==> src/pkg/sli_pkg.sv <==
// Purpose: Constants for the front-panel status indicator controller.
// Assumes: 200 MHz aclk, AXI4-Lite register access, 32-bit data.
// Notes:   Offsets are byte addresses; each register is one aligned word.
package sli_pkg;

  // ==========================================================
  // Timing
  // ==========================================================
  localparam int unsigned CLK_HZ        = 200_000_000;
  localparam int unsigned GAP_MS        = 1000;   // Dark gap after a run
  localparam int unsigned LONG_MS       = 600;
  localparam int unsigned SHORT_MS      = 150;
  localparam int unsigned SPACE_MS      = 300;    // Dark between bits
  localparam int unsigned BLIP_MS       = 50;     // Reduced-power blink
  localparam int unsigned GAP_CYC       = GAP_MS * (CLK_HZ / 1000);
  localparam int unsigned LONG_CYC      = LONG_MS * (CLK_HZ / 1000);
  localparam int unsigned SHORT_CYC     = SHORT_MS * (CLK_HZ / 1000);
  localparam int unsigned SPACE_CYC     = SPACE_MS * (CLK_HZ / 1000);
  localparam int unsigned BLIP_CYC      = BLIP_MS * (CLK_HZ / 1000);

  // ==========================================================
  // Register map
  // ==========================================================
  localparam logic [7:0] OFS_CODE   = 8'h00; // Status code
  localparam logic [7:0] OFS_CTRL   = 8'h04; // Control flags
  localparam logic [7:0] OFS_STATE  = 8'h08; // Run/force/mode state
  localparam logic [7:0] OFS_DOUT   = 8'h0c; // Digital output points
  localparam logic [7:0] OFS_AICFG  = 8'h10; // Analog current select
  localparam logic [7:0] OFS_LEDS   = 8'h14; // Read-back of counter and point LED image, with sequencer state

  // Control bits
  localparam int unsigned CTL_LED_EN  = 0;
  localparam int unsigned CTL_IOMASK  = 1;
  localparam int unsigned CTL_EXTAMP1 = 2;
  localparam int unsigned CTL_EXTAMP2 = 3;
  localparam logic [31:0] CTRL_RST    = 32'h0000_0001;

  // State bits
  localparam int unsigned ST_RUN   = 0;
  localparam int unsigned ST_FORCE = 1;
  localparam int unsigned ST_MODE  = 2; // Two bits: power mode

  // Power modes
  typedef enum logic [1:0] {
    SLI_PM_NORMAL  = 2'h0,
    SLI_PM_REDUCED = 2'h1,
    SLI_PM_SLEEP   = 2'h2
  } sli_pm_t;

  // Status sequencer states, Gray along the path except the FLASH to GAP step
  typedef enum logic [1:0] {
    SLI_IDLE  = 2'b00,
    SLI_FLASH = 2'b01,
    SLI_SPACE = 2'b11,
    SLI_GAP   = 2'b10
  } sli_st_t;

  localparam logic [1:0] RESP_OKAY   = 2'h0;
  localparam logic [1:0] RESP_SLVERR = 2'h2;

endpackage : sli_pkg

==> src/sli_top.sv <==
// Purpose: Drives front-panel diagnostic LEDs from software and live state.
// Assumes: Inputs synchronous to aclk; LED outputs are active high.
// Notes:   Status code flashes LSB first; long flash is a one bit.
//
// The implementer's own choices: the AXI4-Lite interface to the registers and the address map.
module sli_top #(
  parameter int unsigned NPORT     = 3,
  parameter int unsigned NDI       = 8,
  parameter int unsigned NDO       = 8,
  parameter int unsigned NAI       = 8,
  parameter int unsigned CODE_W    = 8,
  parameter int unsigned GAP_CYC   = sli_pkg::GAP_CYC,
  parameter int unsigned LONG_CYC  = sli_pkg::LONG_CYC,
  parameter int unsigned SHORT_CYC = sli_pkg::SHORT_CYC,
  parameter int unsigned SPACE_CYC = sli_pkg::SPACE_CYC,
  parameter int unsigned BLIP_CYC  = sli_pkg::BLIP_CYC
) (
  input  wire logic             aclk,
  input  wire logic             aresetn,
  input  wire logic             s_axi_awvalid,
  output logic                  s_axi_awready,
  input  wire logic [7:0]       s_axi_awaddr,
  input  wire logic             s_axi_wvalid,
  output logic                  s_axi_wready,
  input  wire logic [31:0]      s_axi_wdata,
  input  wire logic [3:0]       s_axi_wstrb,
  output logic                  s_axi_bvalid,
  input  wire logic             s_axi_bready,
  output logic [1:0]            s_axi_bresp,
  input  wire logic             s_axi_arvalid,
  output logic                  s_axi_arready,
  input  wire logic [7:0]       s_axi_araddr,
  output logic                  s_axi_rvalid,
  input  wire logic             s_axi_rready,
  output logic [31:0]           s_axi_rdata,
  output logic [1:0]            s_axi_rresp,
  input  wire logic             io_module_fault,
  input  wire logic [NPORT-1:0] port_rx_active,
  input  wire logic [NPORT-1:0] port_tx_active,
  input  wire logic [NPORT-1:0] port_cts,
  input  wire logic [NPORT-1:0] port_dcd,
  input  wire logic [2:0]       cnt_present,
  input  wire logic [2:0]       cnt_level,
  input  wire logic [2:0]       cnt_pulse,
  input  wire logic [NDI-1:0]   din_point,
  input  wire logic [NAI-1:0]   ai_range_err,
  output logic                  led_status,
  output logic                  led_power,
  output logic                  led_run,
  output logic                  led_force,
  output logic [NPORT-1:0]      led_rx,
  output logic [NPORT-1:0]      led_tx,
  output logic [NPORT-1:0]      led_cts,
  output logic [NPORT-1:0]      led_dcd,
  output logic [2:0]            led_cnt,
  output logic [NDI-1:0]        led_din,
  output logic [NDO-1:0]        led_dout,
  output logic [NAI-1:0]        led_ai
);

  // ==========================================================
  // State record
  // ==========================================================
  typedef struct packed {
    logic              aw_hold;
    logic [7:0]        aw_addr;
    logic              w_hold;
    logic [31:0]       w_data;
    logic [3:0]        w_strb;
    logic              bvalid;
    logic [1:0]        bresp;
    logic              rvalid;
    logic [31:0]       rdata;
    logic [1:0]        rresp;
    logic [CODE_W-1:0] code;
    logic [31:0]       ctrl;
    logic [3:0]        state;
    logic [NDO-1:0]    dout;
    logic [NAI-1:0]    ai_cur;
    sli_pkg::sli_st_t  seq;
    logic [CODE_W-1:0] shift;
    logic [31:0]       tmr;
    logic              stat_on;
    logic [31:0]       sec_cnt;
    logic [31:0]       slow_cnt;
    logic              slow_ph;
    logic [31:0]       fast_cnt;
    logic              fast_ph;
    logic [38:0]       leds;
  } sli_state_t;

  sli_state_t st_r;
  sli_state_t st_nxt;

  // Effective code after the module-fault mask; bit 0 is that indication
  logic [CODE_W-1:0] eff_code;

  // Place a written word into a stored value under byte strobes
  function automatic logic [31:0] sli_merge(input logic [31:0] old,
                                            input logic [31:0] val,
                                            input logic [3:0]  strb);
    logic [31:0] res;
    res = old;
    for (int i = 0; i < 4; i++) begin
      if (strb[i]) begin
        res[i*8 +: 8] = val[i*8 +: 8];
      end
    end
    return res;
  endfunction : sli_merge

  // ==========================================================
  // Next-state logic
  // ==========================================================
  always_comb begin
    logic        wr_go;
    logic        rd_go;
    logic [31:0] rv;
    logic        hit;
    logic        en;
    logic [1:0]  mode;
    logic        pwr;
    logic [2:0]  cnt;
    logic [NAI-1:0] ai;
    wr_go  = 1'b0;
    rd_go  = 1'b0;
    rv     = 32'h0000_0000;
    hit    = 1'b1;
    en     = 1'b0;
    mode   = 2'h0;
    pwr    = 1'b0;
    cnt    = 3'h0;
    ai     = '0;
    st_nxt = st_r;

    // Status code masked: a set mask blocks the module fault input and clears a code of exactly one
    eff_code = st_r.code;
    if (st_r.ctrl[sli_pkg::CTL_IOMASK] && eff_code == CODE_W'(1)) begin
      eff_code = '0;
    end
    if (io_module_fault && !st_r.ctrl[sli_pkg::CTL_IOMASK]) begin
      eff_code[0] = 1'b1;
    end

    // Write address and data accepted in either order
    if (s_axi_awvalid && !st_r.aw_hold) begin
      st_nxt.aw_hold = 1'b1;
      st_nxt.aw_addr = s_axi_awaddr;
    end
    if (s_axi_wvalid && !st_r.w_hold) begin
      st_nxt.w_hold = 1'b1;
      st_nxt.w_data = s_axi_wdata;
      st_nxt.w_strb = s_axi_wstrb;
    end
    wr_go = st_r.aw_hold && st_r.w_hold && !st_r.bvalid;
    if (wr_go) begin
      st_nxt.aw_hold = 1'b0;
      st_nxt.w_hold  = 1'b0;
      st_nxt.bvalid  = 1'b1;
      st_nxt.bresp   = sli_pkg::RESP_OKAY;
      case ({st_r.aw_addr[7:2], 2'b00})
        sli_pkg::OFS_CODE: begin
          st_nxt.code = CODE_W'(sli_merge(32'(st_r.code), st_r.w_data,
                                          st_r.w_strb));
        end
        sli_pkg::OFS_CTRL: begin
          st_nxt.ctrl = sli_merge(st_r.ctrl, st_r.w_data, st_r.w_strb);
        end
        sli_pkg::OFS_STATE: begin
          st_nxt.state = 4'(sli_merge(32'(st_r.state), st_r.w_data,
                                      st_r.w_strb));
        end
        sli_pkg::OFS_DOUT: begin
          st_nxt.dout = NDO'(sli_merge(32'(st_r.dout), st_r.w_data,
                                       st_r.w_strb));
        end
        sli_pkg::OFS_AICFG: begin
          st_nxt.ai_cur = NAI'(sli_merge(32'(st_r.ai_cur), st_r.w_data,
                                         st_r.w_strb));
        end
        sli_pkg::OFS_LEDS: begin
          st_nxt.bresp = sli_pkg::RESP_OKAY; // Read-only, write ignored
        end
        default: begin
          st_nxt.bresp = sli_pkg::RESP_SLVERR;
        end
      endcase
    end
    if (st_r.bvalid && s_axi_bready) begin
      st_nxt.bvalid = 1'b0;
    end

    // Read channel: one cycle from address to data
    rd_go = s_axi_arvalid && !st_r.rvalid;
    if (rd_go) begin
      case ({s_axi_araddr[7:2], 2'b00})
        sli_pkg::OFS_CODE:  rv = 32'(st_r.code);
        sli_pkg::OFS_CTRL:  rv = st_r.ctrl;
        sli_pkg::OFS_STATE: rv = 32'(st_r.state);
        sli_pkg::OFS_DOUT:  rv = 32'(st_r.dout);
        sli_pkg::OFS_AICFG: rv = 32'(st_r.ai_cur);
        sli_pkg::OFS_LEDS:  rv = {st_r.seq, 2'b00, st_r.leds[27:0]};
        default: begin
          hit = 1'b0;
        end
      endcase
      st_nxt.rvalid = 1'b1;
      st_nxt.rdata  = rv;
      st_nxt.rresp  = hit ? sli_pkg::RESP_OKAY : sli_pkg::RESP_SLVERR;
    end
    if (st_r.rvalid && s_axi_rready) begin
      st_nxt.rvalid = 1'b0;
    end

    // Status code sequencer
    if (st_r.tmr != 32'h0000_0000) begin
      st_nxt.tmr = st_r.tmr - 32'h0000_0001;
    end
    case (st_r.seq)
      sli_pkg::SLI_IDLE: begin
        st_nxt.stat_on = 1'b0;
        if (eff_code != '0) begin
          // Latch code so a change to another nonzero code only lands on the next repetition
          st_nxt.seq     = sli_pkg::SLI_FLASH;
          st_nxt.shift   = eff_code;
          st_nxt.stat_on = 1'b1;
          st_nxt.tmr     = eff_code[0] ? LONG_CYC - 1 : SHORT_CYC - 1;
        end
      end
      sli_pkg::SLI_FLASH: begin
        if (st_r.tmr == 32'h0000_0000) begin
          st_nxt.stat_on = 1'b0;
          st_nxt.shift   = st_r.shift >> 1;
          if ((st_r.shift >> 1) == '0) begin
            st_nxt.seq = sli_pkg::SLI_GAP;
            st_nxt.tmr = GAP_CYC - 1;
          end else begin
            st_nxt.seq = sli_pkg::SLI_SPACE;
            st_nxt.tmr = SPACE_CYC - 1;
          end
        end
      end
      sli_pkg::SLI_SPACE: begin
        if (st_r.tmr == 32'h0000_0000) begin
          st_nxt.seq     = sli_pkg::SLI_FLASH;
          st_nxt.stat_on = 1'b1;
          st_nxt.tmr     = st_r.shift[0] ? LONG_CYC - 1 : SHORT_CYC - 1;
        end
      end
      sli_pkg::SLI_GAP: begin
        if (st_r.tmr == 32'h0000_0000) begin
          st_nxt.seq = sli_pkg::SLI_IDLE;
        end
      end
      default: begin
        st_nxt.seq = sli_pkg::SLI_IDLE;
      end
    endcase
    if (eff_code == '0) begin
      st_nxt.seq     = sli_pkg::SLI_IDLE;
      st_nxt.stat_on = 1'b0;
    end

    // One-second beat for the reduced-power blink
    if (st_r.sec_cnt >= GAP_CYC - 1) begin
      st_nxt.sec_cnt = 32'h0000_0000;
    end else begin
      st_nxt.sec_cnt = st_r.sec_cnt + 32'h0000_0001;
    end

    // Analog error flash phases: slow for long, fast for short
    if (st_r.slow_cnt >= LONG_CYC - 1) begin
      st_nxt.slow_cnt = 32'h0000_0000;
      st_nxt.slow_ph  = !st_r.slow_ph;
    end else begin
      st_nxt.slow_cnt = st_r.slow_cnt + 32'h0000_0001;
    end
    if (st_r.fast_cnt >= SHORT_CYC - 1) begin
      st_nxt.fast_cnt = 32'h0000_0000;
      st_nxt.fast_ph  = !st_r.fast_ph;
    end else begin
      st_nxt.fast_cnt = st_r.fast_cnt + 32'h0000_0001;
    end

    // LED image
    en   = st_r.ctrl[sli_pkg::CTL_LED_EN];
    mode = st_r.state[sli_pkg::ST_MODE +: 2];
    case (mode)
      sli_pkg::SLI_PM_NORMAL:  pwr = 1'b1;
      sli_pkg::SLI_PM_REDUCED: pwr = st_r.sec_cnt < BLIP_CYC;
      default:                 pwr = 1'b0;
    endcase
    pwr = pwr && en;
    cnt[0] = cnt_present[0] && !cnt_level[0];
    cnt[1] = st_r.ctrl[sli_pkg::CTL_EXTAMP1] ?
             (cnt_present[1] && !cnt_level[1]) : cnt_pulse[1];
    cnt[2] = st_r.ctrl[sli_pkg::CTL_EXTAMP2] ?
             (cnt_present[2] && !cnt_level[2]) : cnt_pulse[2];
    for (int i = 0; i < NAI; i++) begin
      if (ai_range_err[i]) begin
        ai[i] = st_r.ai_cur[i] ? st_r.slow_ph : st_r.fast_ph;
      end else begin
        ai[i] = st_r.ai_cur[i];
      end
    end
    st_nxt.leds = {st_r.stat_on, pwr, st_r.state[sli_pkg::ST_RUN],
                   st_r.state[sli_pkg::ST_FORCE], 35'(cnt)};
    st_nxt.leds[3 +: 8] = en ? 8'(st_r.dout) : 8'h00;
    st_nxt.leds[11 +: 8] = en ? 8'(din_point) : 8'h00;
    st_nxt.leds[19 +: 8] = en ? 8'(ai) : 8'h00;
    st_nxt.leds[27]      = 1'b0;
    st_nxt.leds[28 +: 4] = 4'h0;
    st_nxt.leds[32 +: 3] = 3'h0;
    if (!en) begin
      st_nxt.leds[38:35] = {1'b0, pwr, 2'b00};
      st_nxt.leds[2:0]   = 3'h0;
    end
  end

  // ==========================================================
  // State register
  // ==========================================================
  always_ff @(posedge aclk) begin
    if (!aresetn) begin
      st_r      <= '0;
      st_r.ctrl <= sli_pkg::CTRL_RST;
      st_r.seq  <= sli_pkg::SLI_IDLE;
    end else begin
      st_r <= st_nxt;
    end
  end

  // Port-activity LEDs registered beside the record; global disable darkens
  logic [NPORT-1:0] rx_r;
  logic [NPORT-1:0] tx_r;
  logic [NPORT-1:0] cts_r;
  logic [NPORT-1:0] dcd_r;
  logic [NDI-1:0]   din_r;
  logic [NDO-1:0]   dout_r;
  logic [NAI-1:0]   ai_r;

  // Wide point LEDs kept full width here so parameters above 8 still work
  always_ff @(posedge aclk) begin
    if (!aresetn) begin
      rx_r   <= '0;
      tx_r   <= '0;
      cts_r  <= '0;
      dcd_r  <= '0;
      din_r  <= '0;
      dout_r <= '0;
      ai_r   <= '0;
    end else begin
      rx_r   <= st_r.ctrl[sli_pkg::CTL_LED_EN] ? port_rx_active : '0;
      tx_r   <= st_r.ctrl[sli_pkg::CTL_LED_EN] ? port_tx_active : '0;
      cts_r  <= st_r.ctrl[sli_pkg::CTL_LED_EN] ? port_cts : '0;
      dcd_r  <= st_r.ctrl[sli_pkg::CTL_LED_EN] ? port_dcd : '0;
      din_r  <= st_r.ctrl[sli_pkg::CTL_LED_EN] ? din_point : '0;
      dout_r <= st_r.ctrl[sli_pkg::CTL_LED_EN] ? st_r.dout : '0;
      ai_r   <= st_r.ctrl[sli_pkg::CTL_LED_EN] ? st_nxt_ai() : '0;
    end
  end

  // Analog image recomputed at full width
  function automatic logic [NAI-1:0] st_nxt_ai();
    logic [NAI-1:0] a;
    a = st_r.ai_cur;
    for (int i = 0; i < NAI; i++) begin
      if (ai_range_err[i]) begin
        a[i] = st_r.ai_cur[i] ? st_r.slow_ph : st_r.fast_ph;
      end
    end
    return a;
  endfunction : st_nxt_ai

  // ==========================================================
  // Outputs
  // ==========================================================
  assign s_axi_awready = !st_r.aw_hold;
  assign s_axi_wready  = !st_r.w_hold;
  assign s_axi_bvalid  = st_r.bvalid;
  assign s_axi_bresp   = st_r.bresp;
  assign s_axi_arready = !st_r.rvalid;
  assign s_axi_rvalid  = st_r.rvalid;
  assign s_axi_rdata   = st_r.rdata;
  assign s_axi_rresp   = st_r.rresp;
  assign led_status    = st_r.leds[38] && st_r.ctrl[sli_pkg::CTL_LED_EN];
  assign led_power     = st_r.leds[37];
  assign led_run       = st_r.leds[36] && st_r.ctrl[sli_pkg::CTL_LED_EN];
  assign led_force     = st_r.leds[35] && st_r.ctrl[sli_pkg::CTL_LED_EN];
  assign led_cnt       = st_r.leds[2:0];
  assign led_rx        = rx_r;
  assign led_tx        = tx_r;
  assign led_cts       = cts_r;
  assign led_dcd       = dcd_r;
  assign led_din       = din_r;
  assign led_dout      = dout_r;
  assign led_ai        = ai_r;

endmodule : sli_top

==> config.mk <==
export PLATFORM = sky130hd
export DESIGN_NAME = sli_top
export DESIGN_NICKNAME = d
export VERILOG_FILES = /design/src/pkg/sli_pkg.sv /design/src/sli_top.sv
export SDC_FILE = /design/constraint.sdc
export NUM_CORES = 1
export LEC_CHECK = 0
export BUFFER_PORTS_ARGS = -buffer_cell sky130_fd_sc_hd__buf_2
export CORE_ASPECT_RATIO = 2
export CORE_UTILIZATION = 46
export CTS_CLUSTER_DIAMETER = 80
export DETAILED_ROUTE_END_ITERATION = 8
export PLACE_DENSITY = 0.73
export SYNTH_ARGS = -nofsm -noshare
export SYNTH_HDL_FRONTEND = slang
export SYNTH_SLANG_ARGS = --single-unit
==> constraint.sdc <==
create_clock -name aclk -period 5 [get_ports aclk]
set_input_delay 1 -clock aclk [delete_from_list [all_inputs] [get_ports aclk]]
set_output_delay 1 -clock aclk [all_outputs]
set_load 0.05 [all_outputs]
==> run summary, run 1 <==
die height: 248 um
share of total power in combinational logic: 0.083
failing checks: design-rule violations
Critical Path End: s_axi_rdata[25]$_SDFFE_PN0P_
slew margin rel.: 0.189
Tot GR Track Use: 0.242
Final Hold Fails: 0
Async S/R FF share, synth: 0
final setup fails: 0
GP Congestion: 0.880
Min-Delay Path Depth: 1
drt drc: 12
Clock Path Buffers: 3
YS warnings: 0
Buffers on Ports: 173
synthesized flop and latch total: 324
antenna violations before repair: 0
Critical Path AT: 3490 ps
CP Class: in2reg
Die Area: 0.0311 mm2
clock share of power: 0.413
final period utilization: 0.598
Pwr Density: 348 mW/mm2
remaining global-route overflow: 0
RSZ-0062 raised after global routing: false
Switch Pwr: 1.40 mW
crit path launch type: input port
sequential share of the synthesized area: 0.464
top-count cell post-synth: dfxtp_1
CTS H-Tree Depth: 1
Syn Inst Count: 1604
Worst path top cell family by delay: simple AND/OR/NAND/NOR gates
setup TNS: 0 ps
first-pass GRT wire length: 59800 um
Worst Skew: 12.5 ps
critical path fanouts, max: 17
Crit Reg-Reg Endpoint: st_r[145]$_SDFF_PN0_
CP endpoint kind: flip-flop
Initial DRT Pass Iterations: 9
largest area contributor in the netlist: dfxtp_1
met2 Usage GRT: 0.461
met1 Track Usage GR: 0.249
Synth cell types: 77
Worst Setup SP: s_axi_araddr[5]
antenna cells: 0
Leak: 5.95 nW
setup ws final: 2010 ps
Die X: 125 um
overall power: 5.42 mW
Starting DRT DRC Count: 877
Worst Hold Class: reg2reg
CP required: 5500 ps
Detailed Route WL: 37800 um
vias: 11700
Layout Nets: 1787
number of global-route vias before repair: 11400
Routed wire per std cell: 18.3 um
Post-synth EDFFs: 0
final cell count without fillers: 2069
Max rail drop VDD: 0.269 mV
IO Count: 181
GR Util met3: 0.0260
critical path, cell by cell: buf_2, nor4_2, and3b_1, buf_4, a22oi_1, o21ai_0, and2_1
worst-margin pin slew: 1210 ps
reg2reg setup slack: 2420 ps
Final Critical Period: 2990 ps
Max-Cap Viols: 0
r2r startpoint: st_r[149]$_SDFF_PN0_
pin count of the biggest net entering global routing: 73
CTS tree: done
Synth top cells by count: dfxtp_1 (324), nand2_1 (180), nor2_1 (162)
Finished Core Util: 0.524
hpwl dp: 27700 um
Starting Density: 0.470
Rows: 89
setup bufs post-CTS: 0
status: finished with violations
Critical Path Stages: 7
Fillers: 2749
Post-CTS Resized: 0
fin area: 0.0156 mm2
FMAX: 334 MHz
Clock Sink Count: 324
synthesized area per cell: 8.71 um2
Final Slew Violations: 0
Worst Path Buf+Inv: 2
switch share: 0.258
Core Area: 0.0297 mm2
predominant post-synthesis flop cell: dfxtp_1
placed cells: 2017
Routed Antenna Nets: 0
CP max-delay cell: nor4_2
Area growth syn-to-layout: 11.4%
share of layout cells above drive strength 1: 0.158
r2r worst-path depth: 5
Root Buffer: clkbuf_16
Clk Latency, worst-skew pair: 560 ps
Internal Power: 4.02 mW
dpl cell area: 0.0146 mm2
Hold WS: 442 ps
post-synth top area share: 0.464
busiest metal layer after global routing: met2
Flop pwr share: 0.504
largest cells by area after synthesis: dfxtp_1 (46%), nand2_1 (4.8%), nor2_1 (4.4%), a21oi_1 (4.1%), xnor2_1 (3.6%)
Largest stage delay, worst path: 790 ps
synthesized cell area: 0.0140 mm2
vias per cell: 5.63
Num CTS Buffers: 29
Place WS: 1500 ps
CTS clk-pin slew, worst paths: 70 ps
hold buffer count at cts: 0
-- per-layer routing --
metal / up-vias / wire length (um)
met5: - / 0
met4: 0 / 2200
met3: 97 / 1570
met2: 297 / 20400
met1: 5607 / 13700
li1: 5656 / -
-- worst reg2reg max path, stage by stage (launching register included) --
cell	delay, ps
dfxtp_1	350
nor4_4	380
nand4_2	500
or4_4	740
o211ai_2	290
o22ai_1	150
-- sequential cells by signal, summed over array words and instances, names as in the netlist --
name	cells
led_power	1
s_axi_rresp	1
s_axi_rvalid	1
led_rx	3
s_axi_bresp	1
led_cnt	3
st_r	272
led_cts	3
s_axi_rdata	32
led_tx	3
led_dcd	3
s_axi_bvalid	1
-- placed cells by master, fill, tap and decap left out, types with 12 or more instances in the layout --
master | Yosys | final
mux2i_1 | 48 | 48
nand2_1 | 180 | 180
nand3_1 | 60 | 60
a31oi_1 | 12 | 12
nor3_1 | 42 | 42
o21ai_0 | 57 | 57
buf_2 | 7 | 173
and2_1 | 29 | 29
inv_1 | 39 | 38
and3_1 | 44 | 44
xor2_1 | 36 | 36
nor2_1 | 162 | 162
a22oi_1 | 29 | 29
nor4_1 | 24 | 24
a21oi_1 | 114 | 114
xnor2_1 | 58 | 58
nand4_1 | 34 | 34
conb_1 | 1 | 18
dfxtp_1 | 324 | 324
nand3b_1 | 12 | 12
clkbuf_16 | 0 | 29
-- layout make-up --
| cell class | count | area, um2 | area share |
|---|---|---|---|
| Sequential cell | 324 | 6490 | 0.417 |
| Clock buffer | 33 | 771 | 0.0495 |
| Tap cell | 364 | 455 | 0.0293 |
| Timing Repair Buffer | 182 | 933 | 0.0599 |
| Clock inverter | 19 | 175 | 0.0113 |
| Multi-Input combinational cell | 1108 | 6600 | 0.424 |
| Inverter | 39 | 149 | 0.00956 |
-- cell families (layout without fill, tap and decap cells) --
kind of cell               Yosys count  after routing  share of synthesized area
buffers and inverters              189            273                     0.0689
and+or+nand+nor                    660            660                      0.243
adders and majority gates            6              6                    0.00537
other                                1             18                   0.000268
xor gates and xnor gates            94             94                     0.0589
DFF                                324            324                      0.464
muxes                               50             50                     0.0360
AOI/OAI and AO/OA                  280            280                      0.123
-- worst min path at each step --
stage	start	endpoint
finish	st_r[73]$_SDFF_PP0_	st_r[73]$_SDFF_PP0_
floorplan	st_r[105]$_SDFF_PP0_	st_r[105]$_SDFF_PP0_
CTS	st_r[73]$_SDFF_PP0_	st_r[73]$_SDFF_PP0_
global placement	st_r[73]$_SDFF_PP0_	st_r[73]$_SDFF_PP0_
detailed placement	st_r[73]$_SDFF_PP0_	st_r[73]$_SDFF_PP0_
global route	st_r[73]$_SDFF_PP0_	st_r[73]$_SDFF_PP0_
-- power groups by stage --
| stage | logic, mW | registers, mW | clock network (mW) |
|---|---|---|---|
| floorplan | 0.325 | 2.78 | 0 |
| global placement | 0.439 | 2.79 | 0 |
| detailed placement | 0.447 | 2.79 | 0 |
| CTS | 0.449 | 2.73 | 2.28 |
| global route | 0.491 | 2.74 | 2.39 |
| finish | 0.452 | 2.73 | 2.24 |
No activity file was read; power rests on OpenSTA's default activity.
==> run 2: changes to the inputs <==
--- a/config.mk
+++ b/config.mk
@@ -5,6 +5,7 @@
 export SDC_FILE = /design/constraint.sdc
 export NUM_CORES = 1
 export LEC_CHECK = 0
+export ABC_AREA = 1
 export BUFFER_PORTS_ARGS = -buffer_cell sky130_fd_sc_hd__buf_2
 export CORE_ASPECT_RATIO = 2
 export CORE_UTILIZATION = 46
==> constraint.sdc (replaced) <==
create_clock -name aclk -period 2.8 [get_ports aclk]
set_input_delay 0.56 -clock aclk [delete_from_list [all_inputs] [get_ports aclk]]
set_output_delay 0.56 -clock aclk [all_outputs]
set_load 0.05 [all_outputs]
==> run 2 against run 1 <==
  * The flow now finishes without violations
  * Clock-buffer cell count is 5 higher
  * Non-clock buffer count up 16
  * Total power increased by 84%
  * Clock skew increased by 0.89 ps
  * Final cell count up 24%
  * Highest routed layer unchanged
==> run summary, run 2 <==
Min-Delay Path Depth: 2
CTS H-Tree Depth: 1
Starting Density: 0.467
FMAX: 447 MHz
Syn Inst Count: 2003
Max rail drop VDD: 0.505 mV
Pwr Density: 602 mW/mm2
Clock Sink Count: 324
predominant post-synthesis flop cell: dfxtp_1
hpwl dp: 31600 um
commonest non-fill, non-tap cells in the layout: nor2_1 (335), dfxtp_1 (324), nand2_1 (296)
Initial DRT Pass Iterations: 5
vias per cell: 5.25
CTS clk-pin slew, worst paths: 60 ps
Num CTS Buffers: 29
Tot GR Track Use: 0.254
Die Area: 0.0328 mm2
IO Count: 181
CP Class: reg2reg
reg2reg setup slack: 560 ps
largest area contributor in the netlist: dfxtp_1
max FFs per register: 272
drt drc: 0
hold buffer count at cts: 0
CP required: 3250 ps
Buffers on Ports: 173
Reg with most FFs: st_r
final period utilization: 0.799
Layout Nets: 2225
share of layout cells above drive strength 1: 0.146
Worst Skew: 13.3 ps
slew margin rel.: 0.541
Routed wire per std cell: 16.3 um
status: complete, no violations
sequential share of the synthesized area: 0.441
Crit Reg-Reg Endpoint: st_r[53]$_SDFF_PP0_
Starting DRT DRC Count: 823
critical path fanouts, max: 13
top-count cell post-synth: nor2_1
Detailed Route WL: 41700 um
Post-CTS Resized: 0
Final Slew Violations: 0
post-synth top area share: 0.441
CP endpoint kind: flip-flop
most common cell after layout, fill and taps aside: nor2_1
Die X: 128 um
CTS tree: done
vias: 13500
Clock Path Buffers: 3
Clk Latency, worst-skew pair: 590 ps
Area growth syn-to-layout: 12.6%
pin count of the biggest net entering global routing: 65
Root Buffer: clkbuf_16
crit path launch type: flip-flop
Synth cell types: 56
die height: 255 um
hold path startpoint: cnt_level[0]
Synth top cells by count: nor2_1 (337), dfxtp_1 (324), nand2_1 (297)
r2r startpoint: st_r[40]$_SDFF_PP0_
synthesized area per cell: 7.35 um2
Async S/R FF share, synth: 0
Rows: 92
setup TNS: 0 ps
Routed Antenna Nets: 0
synthesized cell area: 0.0147 mm2
Worst Hold Class: in2reg
Critical Path AT: 2680 ps
Final Hold Fails: 0
number of global-route vias before repair: 13000
Max-Cap Viols: 0
overall power: 9.97 mW
Final Critical Period: 2240 ps
final setup fails: 0
Core Area: 0.0315 mm2
Leak: 6.83 nW
Place WS: 458 ps
antenna violations before repair: 0
GP Congestion: 0.901
Worst Hold End: led_cnt[0]$_SDFF_PN0_
synthesized flop and latch total: 324
r2r worst-path depth: 11
RSZ-0062 raised after global routing: false
YS warnings: 0
largest cells by area after synthesis: dfxtp_1 (44%), nor2_1 (8.6%), nand2_1 (7.6%), inv_1 (6.1%), o21ai_0 (4.8%)
setup bufs post-CTS: 0
remaining global-route overflow: 0
worst-margin pin slew: 688 ps
Post-synth EDFFs: 0
setup ws final: 564 ps
first-pass GRT wire length: 65000 um
[run 2: report_power, final]
group	internal (mW)	switching, mW	total [mW]
registers	4.76	0.123	4.88
logic	0.284	0.728	1.01
clock network	2.29	1.80	4.08
[run 2: per-stage QoR]
| stage | cell area [um2] | utilization | hold slack, ps | instances |
|---|---|---|---|---|
| 3_5_place_dp | 15600 | 0.495 | 438 | 2514 |
| 5_1_grt | 16600 | 0.525 | 112 | 2562 |
| 4_1_cts | 16600 | 0.525 | 106 | 2562 |
| 3_3_place_gp | 15600 | 0.495 | 422 | 2514 |
| 6_report | 16600 | 0.525 | 132 | 2563 |
| 2_1_floorplan | 14800 | - | 409 | 2020 |
[run 2: routing by layer]
layer,vias up,share of wire,track usage
li1,6706,-,-
met1,6204,0.36,0.255
met2,410,0.52,0.469
met3,144,0.050,0.0353
met4,0,0.073,0.190
met5,-,0,0
[run 2: cell families (layout without fill, tap and decap cells)]
group                      count (synthesis)  after routing  synth area share
xor gates and xnor gates                  40             40            0.0238
AOI/OAI and AO/OA                        377            377             0.149
other                                      1             19          0.000255
and+or+nand+nor                          882            882             0.268
buffers and inverters                    373            492             0.114
DFF                                      324            324             0.441
adders and majority gates                  6              6           0.00510
[run 2: area by class of cell]
| type | count | area, um2 |
|---|---|---|
| Antenna cell | 1 | 2.50 |
| Clock inverter | 10 | 150 |
| Clock buffer | 38 | 800 |
| Timing Repair Buffer | 198 | 1060 |
| Multi-Input combinational cell | 1323 | 6620 |
| Inverter | 246 | 923 |
| Tap cell | 423 | 529 |
| Fill cell | 3164 | 15000 |
| Sequential cell | 324 | 6490 |
[run 2: worst max-delay path, stage by stage (launching register included)]
cell and delay (ps):
dfxtp_1 350, ha_1 200, nand3_1 150, nor2_2 200, nand2_1 90, nand2_1 70
nand3_1 60, nand2_1 80, nand3_1 90, nand3_1 460, buf_4 280, nor3_1 70
[run 2: worst max path at each step]
stage | start | endpoint | cells after the start
2_1_floorplan | s_axi_araddr[7] | s_axi_rdata[30]$_SDFFE_PN0P_ | 8
3_3_place_gp | s_axi_araddr[7] | s_axi_rdata[5]$_SDFFE_PN0P_ | 9
3_5_place_dp | s_axi_araddr[7] | s_axi_rdata[4]$_SDFFE_PN0P_ | 9
4_1_cts | st_r[73]$_SDFF_PP0_ | st_r[92]$_SDFF_PP0_ | 12
5_1_grt | st_r[73]$_SDFF_PP0_ | st_r[92]$_SDFF_PP0_ | 12
6_report | st_r[40]$_SDFF_PP0_ | st_r[53]$_SDFF_PP0_ | 11
